**config.mk**
```make
export PLATFORM = sky130hd
export DESIGN_NAME = lrs_lin_irq_rx_sel
export DESIGN_NICKNAME = d
export VERILOG_FILES = /design/src/lrs_pkg.sv /design/src/lrs_lin_irq_rx_sel.sv
export SDC_FILE = /design/constraint.sdc
export NUM_CORES = 1
export LEC_CHECK = 0
export ABC_CLOCK_PERIOD_IN_PS = 2000
export BUFFER_PORTS_ARGS = -buffer_cell sky130_fd_sc_hd__buf_4
export CORE_ASPECT_RATIO = 1.2
export CORE_MARGIN = 2
export CORE_UTILIZATION = 46
export DETAILED_ROUTE_END_ITERATION = 7
export PLACE_DENSITY = 0.79
export REMOVE_ABC_BUFFERS = 1
export SLEW_MARGIN = 20
export SYNTH_ARGS = -nofsm -noshare
export SYNTH_HDL_FRONTEND = slang
export SYNTH_SLANG_ARGS = --single-unit
```
**constraint.sdc**
```tcl
create_clock -name clk -period 2 [get_ports clk]
set_clock_uncertainty 0.1 [all_clocks]
set_input_delay 0.1 -clock clk [delete_from_list [all_inputs] [get_ports clk]]
set_output_delay 0.1 -clock clk [all_outputs]
set_load 0.01 [all_outputs]
```
**src/lrs_pkg.sv**
```systemverilog
package lrs_pkg;
  // Special-function register addresses
  localparam logic [7:0] LRS_LIN_CTRL_ADDR  = 8'hD9; // Control/status word
  localparam logic [7:0] LRS_RX_CFG_ADDR    = 8'hDA; // rx_input_config
  // Control/status field positions
  localparam int LRS_BIT_BREAK_FLAG  = 6;
  localparam int LRS_BIT_SYNC_TO     = 5;
  localparam int LRS_BIT_SYNC_FOUND  = 4;
  localparam int LRS_BIT_MODE        = 3;
  localparam int LRS_BIT_BREAK_IE    = 2;
  localparam int LRS_BIT_SYNC_TO_IE  = 1;
  localparam int LRS_BIT_SYNC_FD_IE  = 0;
  // rx_input_config field layout
  localparam int LRS_RXSRC_LSB       = 0;
  localparam int LRS_RXSRC_W         = 2;
  // Reset values
  localparam logic [7:0] LRS_CTRL_RESET  = 8'h00;
  localparam logic [1:0] LRS_RXSRC_RESET = 2'h0;
  // Receive source encodings
  typedef enum logic [1:0] {
    LRS_SRC_PIN  = 2'b00,
    LRS_SRC_LU0  = 2'b01,
    LRS_SRC_LU1  = 2'b10,
    LRS_SRC_LU2  = 2'b11
  } lrs_src_t;
endpackage

```
**src/lrs_lin_irq_rx_sel.sv**
```systemverilog
// How it works
// - Mode bit demands break before sync/autobaud
// - Bit 2 gates break-done interrupt, reset 0
// - Bit 1 gates sync-timeout interrupt, reset 0
// - Bit 0 gates sync-found interrupt, reset 0
// - Bits 1:0 pick pin or logic unit
// - Break-done flag sticks until software clears
// - Sync-timeout flag set on sync field timeout
`timescale 1ns/100ps
`default_nettype none
module lrs_lin_irq_rx_sel (
  input  wire logic       clk,
  input  wire logic       reset,
  input  wire logic [7:0] sfr_addr,
  input  wire logic [7:0] sfr_wdata,
  input  wire logic       sfr_wr,
  input  wire logic       sfr_rd,
  output logic      [7:0] sfr_rdata,
  input  wire logic       break_seen,
  input  wire logic       sync_word_seen,
  input  wire logic       sync_timeout_seen,
  input  wire logic       rx_pin,
  input  wire logic       logic_unit_zero,
  input  wire logic       logic_unit_one,
  input  wire logic       logic_unit_two,
  input  wire logic       other_irq,
  output logic            rx_selected,
  output logic            break_before_sync_mode,
  output logic            sync_accept,
  output logic            serial_port_one_irq
);
  import lrs_pkg::*;

  // Register map in brief:
  //   control/status word: bit 6 break-done flag, bit 5 sync-timeout flag,
  //   bit 4 sync-found flag, bit 3 mode, bits 2..0 interrupt enables.
  //   rx_input_config: bits 1:0 pick the receive source, rest read 0.
  // Flags are set by hardware and cleared by writing 0; writing 1 also sets
  // them, which lets software test the interrupt path without a bus frame.
  // If a detector pulse and a clearing write meet in one cycle the pulse
  // wins, so an event is never lost to a read-modify-write race.
  // The interrupt and the receive mux are registered: each adds one cycle
  // of latency, traded for clean flop outputs at the block boundary.
  // Limitation: the armed state tracks breaks even with the mode bit off,
  // so turning the mode on right after a break accepts the next sync.
  // The receive mux holds the idle level 1 in reset so the receiver sees
  // no false start bit while the source field is still settling.
  // Reserved bits of both words read 0 and ignore writes; unmapped
  // addresses read 0 as well, so a stray read never returns stale data.
  // All registers run on every clock; there is no clock enable, and the
  // pin inputs are taken as already synchronous to clk.
  // Read data stands for one cycle after the read strobe and then
  // returns to 0, so a bus that latches late must not rely on it.
  // The sync_accept output is combinational: a detector downstream sees
  // the accepted pulse in the same cycle as the raw sync word.

  logic       break_done_flag_r;
  logic       sync_timeout_flag_r;
  logic       sync_found_flag_r;
  logic       mode_r;
  logic       break_done_irq_en_r;
  logic       sync_timeout_irq_en_r;
  logic       sync_found_irq_en_r;
  logic [1:0] rx_source_select_r;
  logic       armed_r;
  logic       armed_nxt;
  logic       rx_sel_nxt;
  logic [7:0] rdata_nxt;

  // Address decode
  wire wr_ctrl = sfr_wr && (sfr_addr == LRS_LIN_CTRL_ADDR);
  wire wr_cfg  = sfr_wr && (sfr_addr == LRS_RX_CFG_ADDR);
  wire rd_ctrl = sfr_rd && (sfr_addr == LRS_LIN_CTRL_ADDR);
  wire rd_cfg  = sfr_rd && (sfr_addr == LRS_RX_CFG_ADDR);

  // Sync is honoured only after a break when the mode bit is set
  assign sync_accept = sync_word_seen && (!mode_r || armed_r);
  assign armed_nxt   = break_seen ? 1'b1 :
                       (sync_accept || sync_timeout_seen) ? 1'b0 : armed_r;

  // Flags: hardware set wins over a software clear in the same cycle
  wire bd_nxt = break_seen ||
                (wr_ctrl ? sfr_wdata[LRS_BIT_BREAK_FLAG] : break_done_flag_r);
  wire to_nxt = sync_timeout_seen ||
                (wr_ctrl ? sfr_wdata[LRS_BIT_SYNC_TO] : sync_timeout_flag_r);
  wire sf_nxt = sync_accept ||
                (wr_ctrl ? sfr_wdata[LRS_BIT_SYNC_FOUND] : sync_found_flag_r);

  // Break-done flag; sticky until software writes the bit back to 0
  always_ff @(posedge clk) begin
    if (reset) begin
      break_done_flag_r <= LRS_CTRL_RESET[LRS_BIT_BREAK_FLAG];
    end else begin
      break_done_flag_r <= bd_nxt;
    end
  end

  // Sync-timeout flag; a later sync word does not hide a timeout
  always_ff @(posedge clk) begin
    if (reset) begin
      sync_timeout_flag_r <= LRS_CTRL_RESET[LRS_BIT_SYNC_TO];
    end else begin
      sync_timeout_flag_r <= to_nxt;
    end
  end

  // Sync-found flag; only accepted sync words set it
  always_ff @(posedge clk) begin
    if (reset) begin
      sync_found_flag_r <= LRS_CTRL_RESET[LRS_BIT_SYNC_FOUND];
    end else begin
      sync_found_flag_r <= sf_nxt;
    end
  end

  // Break-armed state for the break-before-sync mode
  always_ff @(posedge clk) begin
    if (reset) begin
      armed_r <= 1'b0;
    end else begin
      armed_r <= armed_nxt;
    end
  end

  // Mode bit; takes effect from the next sync word on
  always_ff @(posedge clk) begin
    if (reset) begin
      mode_r <= LRS_CTRL_RESET[LRS_BIT_MODE];
    end else if (wr_ctrl) begin
      mode_r <= sfr_wdata[LRS_BIT_MODE];
    end
  end

  // Break-done interrupt enable
  always_ff @(posedge clk) begin
    if (reset) begin
      break_done_irq_en_r <= LRS_CTRL_RESET[LRS_BIT_BREAK_IE];
    end else if (wr_ctrl) begin
      break_done_irq_en_r <= sfr_wdata[LRS_BIT_BREAK_IE];
    end
  end

  // Sync-timeout interrupt enable
  always_ff @(posedge clk) begin
    if (reset) begin
      sync_timeout_irq_en_r <= LRS_CTRL_RESET[LRS_BIT_SYNC_TO_IE];
    end else if (wr_ctrl) begin
      sync_timeout_irq_en_r <= sfr_wdata[LRS_BIT_SYNC_TO_IE];
    end
  end

  // Sync-found interrupt enable
  always_ff @(posedge clk) begin
    if (reset) begin
      sync_found_irq_en_r <= LRS_CTRL_RESET[LRS_BIT_SYNC_FD_IE];
    end else if (wr_ctrl) begin
      sync_found_irq_en_r <= sfr_wdata[LRS_BIT_SYNC_FD_IE];
    end
  end

  // Receive source field; reserved bits ignore writes
  always_ff @(posedge clk) begin
    if (reset) begin
      rx_source_select_r <= LRS_RXSRC_RESET;
    end else if (wr_cfg) begin
      rx_source_select_r <=
        sfr_wdata[LRS_RXSRC_LSB +: LRS_RXSRC_W];
    end
  end

  // Receive input mux
  assign rx_sel_nxt =
    (rx_source_select_r == LRS_SRC_LU0) ? logic_unit_zero :
    (rx_source_select_r == LRS_SRC_LU1) ? logic_unit_one  :
    (rx_source_select_r == LRS_SRC_LU2) ? logic_unit_two  :
                                          rx_pin;

  // Read data; one cycle latency, reserved bits zero
  assign rdata_nxt =
    rd_ctrl ? {1'b0, break_done_flag_r, sync_timeout_flag_r,
               sync_found_flag_r, mode_r, break_done_irq_en_r,
               sync_timeout_irq_en_r, sync_found_irq_en_r} :
    rd_cfg  ? {6'h00, rx_source_select_r} : 8'h00;

  // Per-source interrupt terms; a flag counts only while enabled
  wire irq_break   = break_done_flag_r   && break_done_irq_en_r;
  wire irq_timeout = sync_timeout_flag_r && sync_timeout_irq_en_r;
  wire irq_sync    = sync_found_flag_r   && sync_found_irq_en_r;
  wire irq_nxt     = other_irq || irq_break ||
                     irq_timeout || irq_sync;

  // Registered read data
  always_ff @(posedge clk) begin
    if (reset) begin
      sfr_rdata <= 8'h00;
    end else begin
      sfr_rdata <= rdata_nxt;
    end
  end

  // Registered rx path; the mux adds one cycle, idles high in reset
  always_ff @(posedge clk) begin
    if (reset) begin
      rx_selected <= 1'b1;
    end else begin
      rx_selected <= rx_sel_nxt;
    end
  end

  // Registered interrupt request; lags the flags by one cycle
  always_ff @(posedge clk) begin
    if (reset) begin
      serial_port_one_irq <= 1'b0;
    end else begin
      serial_port_one_irq <= irq_nxt;
    end
  end

  // Mode level seen by the break and sync detectors
  assign break_before_sync_mode = mode_r;
endmodule
`default_nettype wire

```
; ---- After elaboration in Yosys (flattened, before gate mapping)
; Cells that the tools add are included.
[word_totals]
reg_bits = 20
latchBits = 0
mem_bits_rw = 0
romBits = 0
input_bits = 28
output_inout_bits = 12
elab_cells = 47
mem_count = 0
[classes]
add_sub_neg = 0
mul = 0
div_mod_pow = 0
order_cmp = 0
eq_ne = 5
n_shift = 0
mux = 10
bitwise_logic = 0
reduce_logical = 19
[op_table]
columns = op, count
row1 = $eq 8x8->1 const B, 2
row2 = $logic_and 1x1->1, 8
row3 = $logic_or 1x1->1, 8
row4 = $mux 1, 8
row5 = $mux 7, 1
row6 = $eq 2x2->1 const B, 2
row7 = $eq 2x1->1 const B, 1
row8 = $mux 2, 1
row9 = $reduce_bool 2->1, 1
row10 = $reduce_or 2->1, 1
row11 = $logic_not 1->1, 1

; ---- Depth between registers and ports, before layout
; Gate-level depths: netlist of run 1.
[depth]
ltp_word = 6
ltp_mapped = 4
depth_no_buf = 4

; ---- Worst setup path after synthesis of run 1
; OpenSTA, ideal clock, no wires.
[synth_timing]
path_type = register -> register
start = register rx_source_select_r[1]
end = register rx_selected
setup_time_ps = 123
arrival_time_ps = 1089
t_required_ps = 1777
path_slack_ps = 687
stages_incl_launch_ff = 3
n_path_buf = 0
synth_period_minus_slack_ps = 1313
cell_sequence = dfxtp_1 > mux4_2 > or2_2
[synth_between]
elab_chain_cells = 4
word_cells_on_any_way = 6
classes_between = eq/ne: 3 / mux: 3
[synth_lines]
columns = element, line
row1 = start: declaration, lrs_lin_irq_rx_sel.sv:64  ; logic [1:0] rx_source_select_r;
row2 = start signal: assignment, lrs_lin_irq_rx_sel.sv:166  ; rx_source_select_r <=
row3 = $eq 2x2->1, lrs_lin_irq_rx_sel.sv:175  ; (rx_source_select_r == LRS_SRC_LU2) ? logic_unit_two :
row4 = $mux 1, lrs_lin_irq_rx_sel.sv:175
row5 = $mux 1, lrs_lin_irq_rx_sel.sv:174  ; (rx_source_select_r == LRS_SRC_LU1) ? logic_unit_one :
row6 = $mux 1 *, lrs_lin_irq_rx_sel.sv:173  ; (rx_source_select_r == LRS_SRC_LU0) ? logic_unit_zero :
row7 = end signal: assignment, lrs_lin_irq_rx_sel.sv:206  ; rx_selected <= rx_sel_nxt;
row8 = end: declaration, lrs_lin_irq_rx_sel.sv:27  ; output logic rx_selected,
; Mark *: on every way between the ends. The rest lies on a longest branch, timed or not.
; A chain may end at the register's enable or synchronous reset.

; ---- Worst setup path after layout of run 1
[layout_timing]
start = input sfr_addr[5]
end = register break_done_irq_en_r
[layout_between]
elab_chain_cells = 2
[layout_lines]
columns = element, line
row1 = start: declaration, lrs_lin_irq_rx_sel.sv:14  ; input wire logic [7:0] sfr_addr,
row2 = $eq 8x8->1, lrs_lin_irq_rx_sel.sv:71  ; wire wr_ctrl = sfr_wr && (sfr_addr == LRS_LIN_CTRL_ADDR);
row3 = $logic_and 1x1->1, lrs_lin_irq_rx_sel.sv:71
row4 = end signal: assignment, lrs_lin_irq_rx_sel.sv:137  ; break_done_irq_en_r <= LRS_CTRL_RESET[LRS_BIT_BREAK_IE];
row5 = end signal: assignment, lrs_lin_irq_rx_sel.sv:139  ; break_done_irq_en_r <= sfr_wdata[LRS_BIT_BREAK_IE];
row6 = end: declaration, lrs_lin_irq_rx_sel.sv:61  ; logic break_done_irq_en_r;
; No other way between the ends.

==> run summary, run 1 <==
Compound-Gate Fraction of Synth Area: 0.0887
Final Cell Area: 1220 um2
Peak Freq: 594 MHz
internal power: 523 uW
# IOs: 40
Avg Cell Area, Syn: 10.6 um2
post-DR vias/cell: 4.78
outcome: finished clean
crit path setup slack, layout: 0.316 ns
top_reg_cell synth: dfxtp_1
Cell Area, Placed: 1050 um2
Cell Count Post-Placement: 125
Area contributors post-synth: dfxtp_1 50%, mux2i_1 7.9%, nor2_1 6.4%, and2_1 4.1%, nand4bb_4 3.6%
crit start category: input port
largest net degree at the start of global routing: 14
Total GRT Usage: 0.194
vias in the first global route: 673
share of the synthesized area in the top cell type: 0.499
Total Wirelength: 1690 um
CP arrival: 1.78 ns
CP required: 2.10 ns
worst-path fanout max: 10
most numerous cell in the Yosys netlist: dfxtp_1
max-cap check violation count: 0
FF+latch count, synth: 19
hpwl dp: 1240 um
Buf+Inv Stages, Crit Path: 2
Pins Over Slew Limit: 0
FP Rows: 16
Post-Synth Adder-Cell Area: 0
area leader, netlist: dfxtp_1
via count: 684
Comb pwr share: 0.140
initial antenna violation count: 0
sequential share of the synthesized area: 0.499
total grt overflow: 0
IR drop worst, VDD: 0.472 mV
switching share of power: 0.223
drt wl/cell: 11.8 um
minimum clock period: 1.68 ns
# port buffers: 37
Worst path slowest cell: dlygate4sd3_1
RSZ-0062 raised after global routing: false
top cells by count, synth: 19 x dfxtp_1, 13 x nor2_1, 6 x mux2i_1, 5 x and2_1
Setup WS pre-CTS: 0.538 ns
Final setup viols: 0
clock latency on the worst-skew pair: 0.29 ns
die area: 2000 um2
Starting Density: 0.476
first-pass GRT wire length: 2730 um
leakage power: 0.531 nW
CTS tree: yes
post-route ant nets: 0
fin nets: 154
layout cells sized above 1: 0.384
crit path kind: input port to flop
post-CTS setup buffer count: 0
Ant. Diodes: 0
Worst-path clk slew: 0.11 ns
number of flops mapped to enable cells by yosys: 0
largest family of logic cells by synthesized area: simple AND/OR/NAND/NOR gates
CP max stage delay: 0.54 ns
Non-Filler Instances: 143
cell family with most CP delay: simple AND/OR/NAND/NOR gates
Hold WC Path Type: input port to flop
Fin Hold WS: 0.00911 ns
DR iter-0 viols: 6
GP Congestion: 0.685
yosys warns: 0
Synth Area in XOR/XNOR: 0
Psw: 150 uW
die height: 48.6 um
Setup TNS Final: 0 ns
fin crit share: 0.842
Simple-Gate Fraction of Synth Area: 0.279
CP Capture Type: flop
mux share of post-synthesis cell area: 0.108
Mapped Area: 762 um2
CTS buffer count: 3
First-pass DRT Iterations: 3
asr flop ratio synth: 0
Seq pwr share: 0.580
Area Overhead vs Synth: 59.9%
# DRC: 0
final total power: 673 uW
Root Driver: clkbuf_4
post-layout util: 0.761
clock sink total: 19
Clk pwr share: 0.280
crit-path cells: buf_4, nand4bb_4, nor3_4, mux2i_1, nor2_1, dlygate4sd3_1
Final Hold Fails: 0
Fillers: 117
H-Tree Depth: 1
Core Region: 1600 um2
CTS Buffer Depth: 2
Netlist cell types: 24
die extent in x: 41.2 um
Mapped Cells: 72
pwr dens: 553 nW/um2
-- flip-flops by register name (all words and copies together) (netlist names) --
| name | flops |
|---|---|
| rx_source_select_r | 2 |
| break_done_irq_en_r | 1 |
| sfr_rdata | 7 |
| serial_port_one_irq | 1 |
| sync_timeout_flag_r | 1 |
| break_done_flag_r | 1 |
| break_before_sync_mode | 1 |
| armed_r | 1 |
| sync_timeout_irq_en_r | 1 |
| rx_selected | 1 |
| sync_found_flag_r | 1 |
| sync_found_irq_en_r | 1 |
-- power groups by stage --
stage | Sequential [mW] | Clock (mW) | Combinational [mW]
2_1_floorplan | 0.399 | 0 | 0.0240
3_3_place_gp | 0.399 | 0 | 0.0767
3_5_place_dp | 0.399 | 0 | 0.0787
4_1_cts | 0.390 | 0.194 | 0.0943
5_1_grt | 0.391 | 0.210 | 0.102
6_report | 0.390 | 0.188 | 0.0946
-- cell usage in the layout (no fill, tap or decap), drive strengths merged --
cell type    netlist  routed
a211oi             3       3
a21boi             1       1
a21oi              3       3
a22oi              3       3
and2               5       5
buf                1      37
clkbuf             1       3
clkinv             0       1
conb               1       1
dfxtp             19      19
dlygate4sd3        0      14
inv                1       1
mux2i              6       6
mux4               1       1
nand2              1       1
nand2b             1       1
nand3              1       1
nand4bb            1       1
nor2              14      14
nor2b              2       2
nor3               4       4
nor4b              1       1
or2                1       1
or4b               1       1
-- final timing paths --
kind	startpoint	to	slack [ns]	depth (start not counted)
worst max-delay path	sfr_addr[5]	break_done_irq_en_r	0.32	6
worst min register to register	sync_found_flag_r	sfr_rdata[4]	0.40	1
worst max register to register	sync_timeout_flag_r	serial_port_one_irq	0.61	3
worst min-delay path	sfr_wdata[5]	sync_timeout_flag_r	0.009	3
-- what timing repair did --
item | 4_1_cts | 5_1_grt
hold buffers | 14 | 0
endpoints found under the hold margin | 11 | 0
gates resized for setup | 0 | 0
-- final cells by class --
cell class	count	area, um2	share of cell area
flip-flops and latches	19	380	0.312
clock inverters	1	5.00	0.00411
multi-input cells	50	367	0.301
clock buffers	3	22.5	0.0185
repair buffers	51	418	0.343
well taps	18	22.5	0.0185
inverters	1	3.75	0.00308
-- worst min-delay path, delay by kind of cell --
kind / cells / cell delay (ns)
AOI/OAI and AO/OA: 1 / 0.07
buffers and inverters: 1 / 0.11
and+or+nand+nor: 1 / 0.09
-- kinds of logic (layout without fill, tap and decap cells) --
kind of cell           after synthesis  in the layout
AND/OR/NAND/NOR                     32             32
flip-flops                          19             19
AO/OA/AOI/OAI                       10             10
multiplexers                         7              7
buffers and inverters                3             56
other                                1              1
-- per-layer routing --
metal | vias to the layer above | wire length (um) | GRT usage
li1 | 356 | - | -
met1 | 307 | 679 | 0.243
met2 | 17 | 909 | 0.313
met3 | 4 | 66 | 0.0275
met4 | 0 | 30 | 0.0806
met5 | - | 0 | 0
No activity file was read; power rests on OpenSTA's default activity.
==> run 2: changes to the inputs <==
--- a/config.mk
+++ b/config.mk
@@ -5,13 +5,13 @@
 export SDC_FILE = /design/constraint.sdc
 export NUM_CORES = 1
 export LEC_CHECK = 0
-export ABC_CLOCK_PERIOD_IN_PS = 2000
+export ABC_CLOCK_PERIOD_IN_PS = 1400
 export BUFFER_PORTS_ARGS = -buffer_cell sky130_fd_sc_hd__buf_4
 export CORE_ASPECT_RATIO = 1.2
 export CORE_MARGIN = 2
-export CORE_UTILIZATION = 46
+export CORE_UTILIZATION = 38
 export DETAILED_ROUTE_END_ITERATION = 7
-export PLACE_DENSITY = 0.79
+export PLACE_DENSITY = 0.7
 export REMOVE_ABC_BUFFERS = 1
 export SLEW_MARGIN = 20
 export SYNTH_ARGS = -nofsm -noshare
==> constraint.sdc (replaced) <==
create_clock -name clk -period 1.4 [get_ports clk]
set_clock_uncertainty 0.1 [all_clocks]
set_input_delay 0.07 -clock clk [delete_from_list [all_inputs] [get_ports clk]]
set_output_delay 0.07 -clock clk [all_outputs]
set_load 0.01 [all_outputs]
==> run 2 against run 1 <==
  * The run now ends with hold timing left
  * Via count is 0.29% higher
  * First-iteration DRC count is 17% higher
  * Utilization is 10 points lower
  * Sequential power is 44% higher
  * Design area is 1.4% higher
  * Critical path depth is 1 lower
  * Clock power is 51% higher
  * Cell count stayed put
  * Count of clock-buffer cells in the layout stayed put
  * Register-to-register slack worse by 0.56 ns
  * Routed wire length is 7.9% higher
  * Setup slack worse by 0.30 ns
  * Critical endpoint is now serial_port_one_irq
  * Largest power group unchanged
==> run summary, run 2 (synthesized netlist as in run 1, its figures left out) <==
outcome: finished, violations left
failing checks: hold timing
CTS Buffer Depth: 2 (unchanged)
IR drop worst, VDD: 0.655 mV (+39%)
cell family with most CP delay: buffers and inverters
clock latency on the worst-skew pair: 0.29 ns (about the same)
hpwl dp: 1260 um (+2.2%)
Area Overhead vs Synth: 62.2%
worst-path fanout max: 1 (-9)
fin crit share: 0.988
total grt overflow: 0 (unchanged)
max FFs per register: 7 (unchanged)
CP arrival: 1.48 ns (-0.30 ns)
# IOs: 40 (unchanged)
Ant. Diodes: 0 (unchanged)
CP dominant cell by count: dlygate4sd3_1
fin nets: 153 (-0.65%)
CTS buffer count: 3 (unchanged)
crit start category: input port
Hold WC Path Type: input port to flop
final total power: 987 uW (+47%)
post-layout util: 0.660 (-0.101)
vias in the first global route: 656 (-2.5%)
GP Congestion: 0.709 (+3.5%)
Starting Density: 0.407 (-0.0687)
die extent in x: 44.9 um (+9.0%)
die height: 53.1 um (+9.2%)
Final Hold Fails: 1 (+1)
pwr dens: 798 nW/um2 (+44%)
post-route ant nets: 0 (unchanged)
Cell Count Post-Placement: 128 (+2.4%)
Peak Freq: 723 MHz
Largest Register: sfr_rdata
DR iter-0 viols: 7 (+1)
Final setup viols: 0 (unchanged)
cts hold-fix bufs: 13 (-1)
CP required: 1.50 ns (-0.60 ns)
Buf+Inv Stages, Crit Path: 3 (+1)
H-Tree Depth: 1 (unchanged)
most frequent cells in the layout: 38 x buf_4, 17 x dfxtp_1, 13 x nor2_1
crit path kind: input port to flop
Setup TNS Final: 0 ns (unchanged)
max-cap check violation count: 0 (unchanged)
Total Wirelength: 1820 um (+7.9%)
Total GRT Usage: 0.173 (-0.0208)
largest net degree at the start of global routing: 13 (-1)
CP max stage delay: 0.55 ns (about the same)
FP Rows: 17 (+1)
leakage power: 0.518 nW (-2.6%)
post-DR vias/cell: 4.80 (+0.29%)
Non-Filler Instances: 143 (unchanged)
Core Region: 1870 um2 (+17%)
clock sink total: 19 (unchanged)
minimum clock period: 1.38 ns
initial antenna violation count: 0 (unchanged)
Root Driver: clkbuf_4
drt wl/cell: 12.7 um (+7.9%)
# port buffers: 37 (unchanged)
first-pass GRT wire length: 2870 um (+5.3%)
CTS tree: yes
post-CTS setup buffer count: 0 (unchanged)
Worst-path clk slew: 0.11 ns (about the same)
Worst path slowest cell: dlygate4sd3_1
First-pass DRT Iterations: 4 (+1)
top flop regs: sfr_rdata x7, rx_source_select_r x2
via count: 686 (+0.29%)
crit-path cells: dlygate4sd3_1, buf_4, a21oi_2, a21oi_1, dlygate4sd3_1
Fin Hold WS: -0.000499 ns (-0.00961 ns)
die area: 2380 um2 (+19%)
Pins Over Slew Limit: 0 (unchanged)
# DRC: 0 (unchanged)
layout cells sized above 1: 0.444 (+0.0595)
most common cell after layout, fill and taps aside: buf_4
CP Capture Type: flop
run 2: worst reg2reg max path, cell delays in order (launching register included):
cell and delay, ns:
dfxtp_2 0.35, a22oi_2 0.17, a21oi_1 0.09, dlygate4sd3_1 0.55
run 2: worst paths after layout:
check,slack (ns),to,cells past startpoint,start
worst max-delay path,0.02,serial_port_one_irq,5,other_irq
worst min-delay path,-0.0005,sfr_rdata[1],3,reset
worst max register to register,0.05,serial_port_one_irq,3,sync_timeout_flag_r
worst min register to register,0.40,sfr_rdata[5],1,sync_timeout_flag_r
run 2: layer usage:
layer	up-vias	global-route usage	wire, um
met1	311	0.204	702
met2	17	0.287	1010
met3	4	0.0307	68
met4	0	0.103	40
met5	-	0	0
li1	354	-	-
run 2: final cells by class:
| cell class | instances | area (um2) |
|---|---|---|
| flip-flops and latches | 19 | 383 |
| inverters | 1 | 3.75 |
| clock buffers | 3 | 22.5 |
| repair buffers | 50 | 415 |
| clock inverters | 1 | 7.51 |
| well taps | 19 | 23.8 |
| multi-input cells | 50 | 380 |
| fillers | 155 | 636 |
run 2: timing repair:
action                     in CTS  in global routing
hold endpoints to repair       12                  2
resized for setup               1                  5
setup endpoints to repair       1                  4
run 2: stage by stage:
stage                     setup WS (ns)  area (um2)
after CTS                       0.00393        1240
after floorplan                  0.0874         751
final                            0.0173        1240
after global routing            -0.0197        1240
after detailed placement        0.00359        1080
after global placement           0.0215        1080
run 2: power by group:
group | internal (mW) | switching (mW)
combinational | 0.0929 | 0.0503
clock | 0.109 | 0.175
sequential | 0.552 | 0.00776
